$ cat src/inc/serial_ch0_pkg.sv
// constants shared by the serial channel 0 design
package serial_ch0_pkg;
    // ************************************
    // register byte offsets
    // ************************************
    localparam logic [7:0] OFF_MODE = 8'h00;
    localparam logic [7:0] OFF_CTRL = 8'h04;
    localparam logic [7:0] OFF_SHIFT = 8'h08;
    localparam logic [7:0] OFF_SLAVE_ADDR = 8'h0C;
    localparam logic [7:0] OFF_STATUS = 8'h10;
    localparam logic [7:0] OFF_CLK_LATCH = 8'h14;
    // ************************************
    // mode register fields
    // ************************************
    localparam int MODE_SEL_LSB = 0;
    localparam int MODE_LSB_FIRST = 2;
    localparam int MODE_INT_CLK = 3;
    localparam int MODE_ENABLE = 4;
    localparam int MODE_WAKEUP = 5;
    localparam int MODE_CLK_PORT_IN = 6;
    localparam logic [6:0] MODE_RESET = 7'h00;
    // ************************************
    // control register fields
    // ************************************
    localparam int CTRL_BUS_FREE_TRIG = 0;
    localparam int CTRL_CMD_TRIG = 1;
    localparam int CTRL_ACK_TRIG = 2;
    localparam int CTRL_AUTO_ACK = 3;
    localparam int CTRL_BUSY_AUTO = 4;
    localparam int CTRL_BUS_FREE_DET = 5;
    localparam int CTRL_CMD_DET = 6;
    localparam int CTRL_ACK_DET = 7;
    // ************************************
    // status register fields
    // ************************************
    localparam int STAT_DONE = 0;
    localparam int STAT_ACTIVE = 1;
    localparam int STAT_PENDING = 2;
    localparam logic CLK_LATCH_RESET = 1'b1;
    // ************************************
    // modes and timing
    // ************************************
    typedef enum logic [1:0] {
        MODE_STOP, MODE_THREE_WIRE, MODE_TWO_WIRE, MODE_BUS
    } serial_mode_type;
    localparam int BYTE_BITS = 8;
    localparam int BUS_CLOCKS = 9;
    localparam int SYS_CLK_MHZ = 100;
    localparam int SCK_INT_PERIOD_NS = 1000;
    localparam int SCK_HALF_CYCLES = (SCK_INT_PERIOD_NS * SYS_CLK_MHZ) / 2000;
endpackage : serial_ch0_pkg

$ cat src/hdl/level_sync.sv
// two-stage synchroniser for pin levels
`timescale 1ns/1ps
`default_nettype none
module level_sync #(
    parameter int WIDTH = 1,
    parameter logic [WIDTH-1:0] INIT = '1
) (
    input wire logic i_clk_sys,
    input wire logic i_resetn,
    input wire logic [WIDTH-1:0] i_async,
    output logic [WIDTH-1:0] o_sync
);
    logic [WIDTH-1:0] meta_reg;

    // first stage feeds only the second
    always_ff @(posedge i_clk_sys) begin
        if (!i_resetn) begin
            meta_reg <= INIT;
            o_sync <= INIT;
        end else begin
            meta_reg <= i_async;
            o_sync <= meta_reg;
        end
    end
endmodule : level_sync
`default_nettype wire

$ cat src/hdl/serial_ch0.sv
// serial channel 0: 3-wire, 2-wire and bus modes behind an ahb-lite slave
//
// Chosen here: the register offsets and register access over AHB-Lite.
`timescale 1ns/1ps
`default_nettype none
module serial_ch0 (
    input wire logic i_clk_sys,
    input wire logic i_resetn,
    input wire logic i_hsel,
    input wire logic [7:0] i_haddr,
    input wire logic [1:0] i_htrans,
    input wire logic i_hwrite,
    input wire logic [2:0] i_hsize,
    input wire logic [31:0] i_hwdata,
    input wire logic i_hready,
    output logic [31:0] o_hrdata,
    output logic o_hreadyout,
    output logic o_hresp,
    input wire logic i_serial_clock_ch0,
    output logic o_serial_clock_ch0,
    output logic o_serial_clock_ch0_oe_n,
    input wire logic i_serial_in_ch0,
    input wire logic i_bus_data_pin_a,
    output logic o_serial_out_ch0,
    output logic o_serial_out_ch0_oe_n,
    output logic o_transfer_done_irq_flag
);
    import serial_ch0_pkg::*;

    function automatic logic [7:0] rev8(input logic [7:0] v);
        logic [7:0] r;
        r = 8'h00;
        for (int k = 0; k < 8; k++) begin
            r[k] = v[7-k];
        end
        return r;
    endfunction : rev8

    // ************************************
    // pin synchronisers
    // ************************************
    logic [2:0] pins_sync;
    level_sync #(.WIDTH(3), .INIT(3'h7)) level_sync_inst (
        .i_clk_sys(i_clk_sys),
        .i_resetn(i_resetn),
        .i_async({i_serial_clock_ch0, i_serial_in_ch0, i_bus_data_pin_a}),
        .o_sync(pins_sync)
    );
    logic sck_ext, si_s, line_s;
    assign sck_ext = pins_sync[2];
    assign si_s = pins_sync[1];
    assign line_s = pins_sync[0];

    // ************************************
    // bus slave
    // ************************************
    logic [6:0] mode_reg;
    logic [4:0] ctrl_reg;
    logic [7:0] shift_reg_ch0;
    logic [7:0] own_slave_address;
    logic clock_pin_output_latch;
    logic bus_free_detect, command_detect, acknowledge_detect;
    logic active_reg, pending_reg;
    logic [3:0] bit_cnt_reg;
    logic wr_pend_reg;
    logic [7:0] wr_addr_reg;
    logic addr_ok;
    serial_mode_type mode;
    logic shift_wr, done_set, lsb_first, int_clk, enable;

    assign mode = serial_mode_type'(mode_reg[MODE_SEL_LSB +: 2]);
    assign lsb_first = mode_reg[MODE_LSB_FIRST];
    assign int_clk = mode_reg[MODE_INT_CLK];
    assign enable = mode_reg[MODE_ENABLE];
    assign addr_ok = i_hsel && i_hready && i_htrans[1];
    assign shift_wr = wr_pend_reg && wr_addr_reg == OFF_SHIFT;

    always_ff @(posedge i_clk_sys) begin
        if (!i_resetn) begin
            wr_pend_reg <= 1'b0;
            wr_addr_reg <= 8'h00;
            o_hrdata <= 32'h0000_0000;
            o_hreadyout <= 1'b0;
            o_hresp <= 1'b0;
        end else begin
            o_hreadyout <= 1'b1;
            o_hresp <= 1'b0;
            wr_pend_reg <= addr_ok && i_hwrite;
            wr_addr_reg <= i_haddr;
            o_hrdata <= 32'h0000_0000;
            if (addr_ok && !i_hwrite) begin
                case (i_haddr)
                    OFF_MODE: o_hrdata <= {25'h0, mode_reg};
                    OFF_CTRL: o_hrdata <= {24'h0, acknowledge_detect, command_detect,
                        bus_free_detect, ctrl_reg[4:3], 3'h0};
                    OFF_SHIFT: o_hrdata <= {24'h0,
                        lsb_first ? rev8(shift_reg_ch0) : shift_reg_ch0};
                    OFF_STATUS: o_hrdata <= {29'h0, pending_reg, active_reg,
                        o_transfer_done_irq_flag};
                    OFF_CLK_LATCH: o_hrdata <= {31'h0, clock_pin_output_latch};
                    default: o_hrdata <= 32'h0000_0000;
                endcase
            end
        end
    end

    always_ff @(posedge i_clk_sys) begin
        if (!i_resetn) begin
            mode_reg <= MODE_RESET;
            ctrl_reg <= 5'h00;
            own_slave_address <= 8'h00;
            clock_pin_output_latch <= CLK_LATCH_RESET;
        end else if (wr_pend_reg) begin
            case (wr_addr_reg)
                OFF_MODE: mode_reg <= i_hwdata[6:0];
                OFF_CTRL: ctrl_reg <= {i_hwdata[4:3], 3'h0};
                OFF_SLAVE_ADDR: own_slave_address <= i_hwdata[7:0];
                OFF_CLK_LATCH: clock_pin_output_latch <= i_hwdata[0];
                default: ;
            endcase
        end
    end

    // ************************************
    // serial clock source and edges
    // ************************************
    logic sck_int_reg, sck_prev_reg, sck_eff, sck_rise, sck_fall;
    logic [7:0] div_reg;
    // port latch gates the internal clock
    assign sck_eff = int_clk ? (sck_int_reg & clock_pin_output_latch) : sck_ext;
    assign sck_rise = sck_eff && !sck_prev_reg;
    assign sck_fall = !sck_eff && sck_prev_reg;

    always_ff @(posedge i_clk_sys) begin
        if (!i_resetn) begin
            sck_int_reg <= 1'b1;
            div_reg <= 8'h00;
            sck_prev_reg <= 1'b1;
        end else begin
            sck_prev_reg <= sck_eff;
            if (!active_reg) begin
                sck_int_reg <= 1'b1;
                div_reg <= 8'h00;
            end else if (div_reg == 8'(SCK_HALF_CYCLES - 1)) begin
                sck_int_reg <= !sck_int_reg;
                div_reg <= 8'h00;
            end else begin
                div_reg <= div_reg + 8'h01;
            end
        end
    end

    // ************************************
    // transfer sequencing
    // ************************************
    logic bus_like, last_rise, ack_drive_reg, busy_drive_reg, so_latch_reg, line_prev_reg;
    logic addr_match;
    assign bus_like = mode == MODE_BUS;
    // eight data clocks, ninth for ack in bus mode
    assign last_rise = sck_rise && active_reg &&
        bit_cnt_reg == (bus_like ? 4'(BUS_CLOCKS - 1) : 4'(BYTE_BITS - 1));
    assign addr_match = bus_free_detect && shift_reg_ch0 == own_slave_address;

    always_ff @(posedge i_clk_sys) begin
        if (!i_resetn) begin
            active_reg <= 1'b0;
            pending_reg <= 1'b0;
            bit_cnt_reg <= 4'h0;
        end else if (mode == MODE_STOP) begin
            active_reg <= 1'b0;
            pending_reg <= 1'b0;
            bit_cnt_reg <= 4'h0;
        end else if (shift_wr && !active_reg) begin
            // no framing needed, enable set first
            pending_reg <= enable;
            bit_cnt_reg <= 4'h0;
        end else if (pending_reg && (!(mode != MODE_THREE_WIRE) || line_s)) begin
            pending_reg <= 1'b0;
            active_reg <= 1'b1;
        end else if (last_rise) begin
            active_reg <= 1'b0;
            bit_cnt_reg <= 4'h0;
        end else if (sck_rise && active_reg) begin
            bit_cnt_reg <= bit_cnt_reg + 4'h1;
        end
    end

    always_ff @(posedge i_clk_sys) begin
        if (!i_resetn) begin
            shift_reg_ch0 <= 8'h00;
        end else if (shift_wr && !active_reg) begin
            shift_reg_ch0 <= lsb_first ? rev8(i_hwdata[7:0]) : i_hwdata[7:0];
        end else if (active_reg && sck_rise && bit_cnt_reg < 4'(BYTE_BITS)) begin
            shift_reg_ch0 <= {shift_reg_ch0[6:0], mode == MODE_THREE_WIRE ? si_s : line_s};
        end
    end

    // output latch, triggers only while idle
    always_ff @(posedge i_clk_sys) begin
        if (!i_resetn) begin
            so_latch_reg <= 1'b1;
        end else if (active_reg) begin
            if (sck_fall) begin
                so_latch_reg <= bit_cnt_reg < 4'(BYTE_BITS) ? shift_reg_ch0[7] : 1'b1;
            end
        end else if (wr_pend_reg && wr_addr_reg == OFF_CTRL) begin
            if (i_hwdata[CTRL_BUS_FREE_TRIG]) begin
                so_latch_reg <= 1'b1;
            end else if (i_hwdata[CTRL_CMD_TRIG]) begin
                so_latch_reg <= 1'b0;
            end
        end
    end

    // ack and busy pull the line low
    logic ack_req_reg;
    always_ff @(posedge i_clk_sys) begin
        if (!i_resetn) begin
            ack_req_reg <= 1'b0;
            ack_drive_reg <= 1'b0;
            busy_drive_reg <= 1'b0;
        end else begin
            if (wr_pend_reg && wr_addr_reg == OFF_CTRL && i_hwdata[CTRL_ACK_TRIG]) begin
                ack_req_reg <= 1'b1;
            end else if (ack_drive_reg) begin
                ack_req_reg <= 1'b0;
            end
            if (bus_like && active_reg && sck_fall && bit_cnt_reg == 4'(BYTE_BITS)) begin
                ack_drive_reg <= ctrl_reg[CTRL_AUTO_ACK] || ack_req_reg;
            end else if (shift_wr || (sck_fall && !active_reg)) begin
                ack_drive_reg <= 1'b0;
            end
            if (!ctrl_reg[CTRL_BUSY_AUTO] || shift_wr) begin
                busy_drive_reg <= 1'b0;
            end else if (last_rise && bus_like) begin
                busy_drive_reg <= 1'b1;
            end
        end
    end

    // ************************************
    // line signal detection and flags
    // ************************************
    always_ff @(posedge i_clk_sys) begin
        if (!i_resetn) begin
            line_prev_reg <= 1'b1;
            bus_free_detect <= 1'b0;
            command_detect <= 1'b0;
            acknowledge_detect <= 1'b0;
        end else begin
            line_prev_reg <= line_s;
            if (bus_like && sck_eff && !active_reg && line_s && !line_prev_reg) begin
                bus_free_detect <= 1'b1;
                command_detect <= 1'b0;
            end else if (bus_like && sck_eff && !active_reg && !line_s && line_prev_reg) begin
                command_detect <= 1'b1;
            end
            if (last_rise && bus_like && !line_s) begin
                acknowledge_detect <= 1'b1;
            end else if (shift_wr) begin
                acknowledge_detect <= 1'b0;
            end
        end
    end

    // done flag, set wins over clear
    assign done_set = last_rise && (!bus_like || !mode_reg[MODE_WAKEUP] || addr_match);
    always_ff @(posedge i_clk_sys) begin
        if (!i_resetn) begin
            o_transfer_done_irq_flag <= 1'b0;
        end else if (done_set) begin
            o_transfer_done_irq_flag <= 1'b1;
        end else if (wr_pend_reg && wr_addr_reg == OFF_STATUS && i_hwdata[STAT_DONE]) begin
            o_transfer_done_irq_flag <= 1'b0;
        end
    end

    // ************************************
    // pin drivers
    // ************************************
    always_ff @(posedge i_clk_sys) begin
        if (!i_resetn) begin
            o_serial_clock_ch0 <= 1'b1;
            o_serial_clock_ch0_oe_n <= 1'b1;
            o_serial_out_ch0 <= 1'b1;
            o_serial_out_ch0_oe_n <= 1'b1;
        end else begin
            o_serial_clock_ch0 <= sck_int_reg & clock_pin_output_latch;
            // stop mode clock pin may be an input port
            o_serial_clock_ch0_oe_n <= !int_clk ||
                (mode == MODE_STOP && mode_reg[MODE_CLK_PORT_IN]);
            if (mode == MODE_STOP) begin
                o_serial_out_ch0 <= 1'b1;
                o_serial_out_ch0_oe_n <= 1'b1;
            end else if (mode == MODE_THREE_WIRE) begin
                o_serial_out_ch0 <= so_latch_reg;
                o_serial_out_ch0_oe_n <= 1'b0;
            end else begin
                o_serial_out_ch0 <= 1'b0;
                o_serial_out_ch0_oe_n <= so_latch_reg && !ack_drive_reg && !busy_drive_reg;
            end
        end
    end
endmodule : serial_ch0
`default_nettype wire

$ cat config.mk
export PLATFORM = sky130hd
export DESIGN_NAME = serial_ch0
export DESIGN_NICKNAME = d
export VERILOG_FILES = /design/src/inc/serial_ch0_pkg.sv /design/src/hdl/level_sync.sv /design/src/hdl/serial_ch0.sv
export SDC_FILE = /design/constraint.sdc
export NUM_CORES = 1
export LEC_CHECK = 0
export BUFFER_PORTS_ARGS = -buffer_cell sky130_fd_sc_hd__buf_2
export CORE_ASPECT_RATIO = 0.7
export CORE_MARGIN = 5
export CORE_UTILIZATION = 50
export DETAILED_ROUTE_END_ITERATION = 10
export HOLD_SLACK_MARGIN = 0.02
export PLACE_DENSITY_LB_ADDON = 0.2
export RECOVER_POWER = 100
export SYNTH_ARGS = -nofsm -noshare
export SYNTH_HDL_FRONTEND = slang
export SYNTH_HIERARCHICAL = 1
export SYNTH_SLANG_ARGS = --single-unit
$ cat constraint.sdc
create_clock -name i_clk_sys -period 4 [get_ports i_clk_sys]
set_clock_uncertainty 0.2 [all_clocks]
set_input_delay 0.8 -clock i_clk_sys [delete_from_list [all_inputs] [get_ports i_clk_sys]]
set_output_delay 0.8 -clock i_clk_sys [all_outputs]
set_load 0.005 [all_outputs]
==> qor.csv <==
stage;metric;value;unit
synth;synth-edff-count;0;
cts;cts.sinks;79;
synth;ys_ff_latch;79;
cts;clkLatencyLatePin;0.35;ns
synth;synth_most_common_cell;dfxtp_1;
synth;netlist_area;3740;µm²
floorplan;die_area;9337;µm²
cts;cts.clk_slew.worst_paths;0.08;ns
floorplan;rows;26;
placement;gp_congestion;0.8434;
final_layout;antenna_cells;0;
sta;slew_violations;38;
pwr;peakVddDrop;0.2266;mV
final_layout;drive_gt1_share;16.55;%
worst_hold_path;min_path_type;flip-flop to flip-flop;
final_layout;fin_nets;487;
grt;grt_pass1_vias;2713;
cts;ctsResizeCount;0;
critical_path;crit_fanout;37;
sta;fmax;347.1;MHz
cts;h-tree-depth;3;
route;ant_nets;0;
grt;grt_overflow;0;
sta;setup_viol;0;
critical_path;cp-end-kind;flip-flop;
sta;rsz0062_at_grt;no;
placement;pre_cts_ws;1.357;ns
pwr;p_per_area;388.7;nW/µm²
sta;whs;0.2116;ns
sta;slew_headroom;-5.165;%
synth;ys.flop_type;dfxtp_1;
floorplan;die_y;82.36;µm
synth;synth_area_leaders;dfxtp_1 42%, mux2i_1 8.0%, mux2_2 5.4%, buf_4 5.0%, nor2_1 4.3%;
placement;post-dp-hpwl;6230;µm
route;first_pass_iters;4;
cts;clockRootBuffer;clkbuf_8;
final_layout;instances_no_fill;533;
status;outcome;finished with violations;
critical_path;required;4.06;ns
floorplan;start_util;51.32;%
placement;dp.cells;517;
route;vias;2863;
critical_path;crit_path_start_kind;input port;
grt;grt_pass1_wl;13810;µm
sta;worstMarginPinSlew;1.577;ns
status;violations;capacitance limit, slew limit;
grt;grt_max_degree;38;
pwr;finalPower;0.001592;W
cts;clock_path_buffers;2;
placement;portBuffers;38;
critical_path;critPathKind;input port to flip-flop;
synth;synth.distinct_cells;54;
flow_run;drv_cap;1;
route;vias_per_cell;5.371;
cts;cts_made_buffers;9;
cts;cts_tree;yes;
route;dr.first_iter.drc_count;137;
synth;synthArstFlopShare;0;%
floorplan;die_w;113.4;µm
floorplan;design.core.area;7287;µm²
synth;yosys_warnings;6;
floorplan;boundaryPins;92;
synth;synth_area_leader_cell;dfxtp_1;
cts;cts_hold_buf;0;
sta;post-route-period-util;72.02;%
sta;worst_slack;1.119;ns
sta;min_period;2.881;ns
synth;synth_area_per_cell;9.397;µm²
sta;hold_violations;0;
synth;synth_cells;398;
pwr;total_leakage_power;1.580;nW
critical_path;worstPathArrival;2.94;ns
grt;grt_usage;18.78;%
synth;yosysSeqAreaShare;42.29;%
cts;post_cts_buffers;0;
route;totalWireLength;8492;µm
route;drc;0;
synth;synthTopCellsByCount;79 x dfxtp_1, 43 x nor2_1, 30 x mux2i_1;
synth;netlist.area_leader.share;42.29;%
grt;antenna_found_initial;0;
final_layout;area_delta_synth_final;9.502;%
sta;tns;0;ns
route;wl_per_cell;15.93;µm
## report_power, final
group | internal, W | switching [W] | leakage (nW)
logic | 0.0000241 | 0.0000412 | 0.815
clock network | 0.000436 | 0.000290 | 0.124
registers | 0.000794 | 0.00000629 | 0.641
## metrics by stage
stage	cell area, µm²	utilization, %
after floorplan	3830	-
after global placement	3867	53.07
after detailed placement	3867	53.07
after CTS	4120	56.54
after global routing	4095	56.20
final	4095	56.20
## worst max-delay path, stage by stage
cell	delay [ns]
buf_2	0.08
clkbuf_1	1.14
nand4_1	0.25
nor3_1	0.26
o21ai_2	0.16
a211oi_1	0.23
## layout by cell type, fill, tap and decap left out, types with 5 or more instances in the layout
cell	instances
nor2_1	43
a22oi_1	6
nand2_1	16
nor3_1	7
clkbuf_1	7
a21oi_1	19
nor2b_1	5
o21ai_0	18
nand4_1	9
buf_2	32
inv_1	10
mux2_2	18
dfxtp_1	79
a211oi_1	5
and2_1	6
nand2b_1	9
clkbuf_8	10
mux2i_1	30
xnor2_1	11
nand3_1	12
conb_1	25
## final cells by class
class                   count  area, µm²
repair buffers             39      186.4
clock buffers              10      137.6
fillers                   687       3192
multi-input cells         291       1914
clock inverters             6      115.1
well taps                  98      122.6
flip-flops and latches     79       1582
inverters                  10      37.54
## path summary, 6_finish.rpt
check                                               from                              endpoint  slack [ns]  cells past startpoint
setup / recovery                                i_resetn                o_hrdata[2]$_SDFF_PN0_        1.12                      6
setup reg to reg               wr_addr_reg[1]$_SDFF_PN0_             so_latch_reg$_SDFFE_PN1P_        1.51                      4
hold reg to reg   level_sync_inst/meta_reg[2]$_SDFF_PN1_  level_sync_inst/o_sync[2]$_SDFF_PN1_        0.21                      1
hold / removal    level_sync_inst/meta_reg[2]$_SDFF_PN1_  level_sync_inst/o_sync[2]$_SDFF_PN1_        0.21                      1
## cells by family (layout without fill, tap and decap cells)
family | Yosys count | after routing | synth area share (%)
and+or+nand+nor | 131 | 131 | 18.77
buffers and inverters | 52 | 65 | 8.565
other | 1 | 25 | 0.1003
muxes | 48 | 48 | 13.45
xor gates and xnor gates | 15 | 15 | 3.513
AOI/OAI and AO/OA | 68 | 68 | 11.98
adders and majority gates | 4 | 4 | 1.338
DFF | 79 | 79 | 42.29
## per-layer routing
layer | wire [µm] | up-vias | global-route usage, %
met3 | 560 | 8 | 4.880
met1 | 4376 | 1348 | 26.69
li1 | - | 1416 | -
met2 | 3503 | 91 | 27.84
met5 | 0 | - | 0
met4 | 52 | 0 | 6.122
Power figures use the tool's default switching activity.
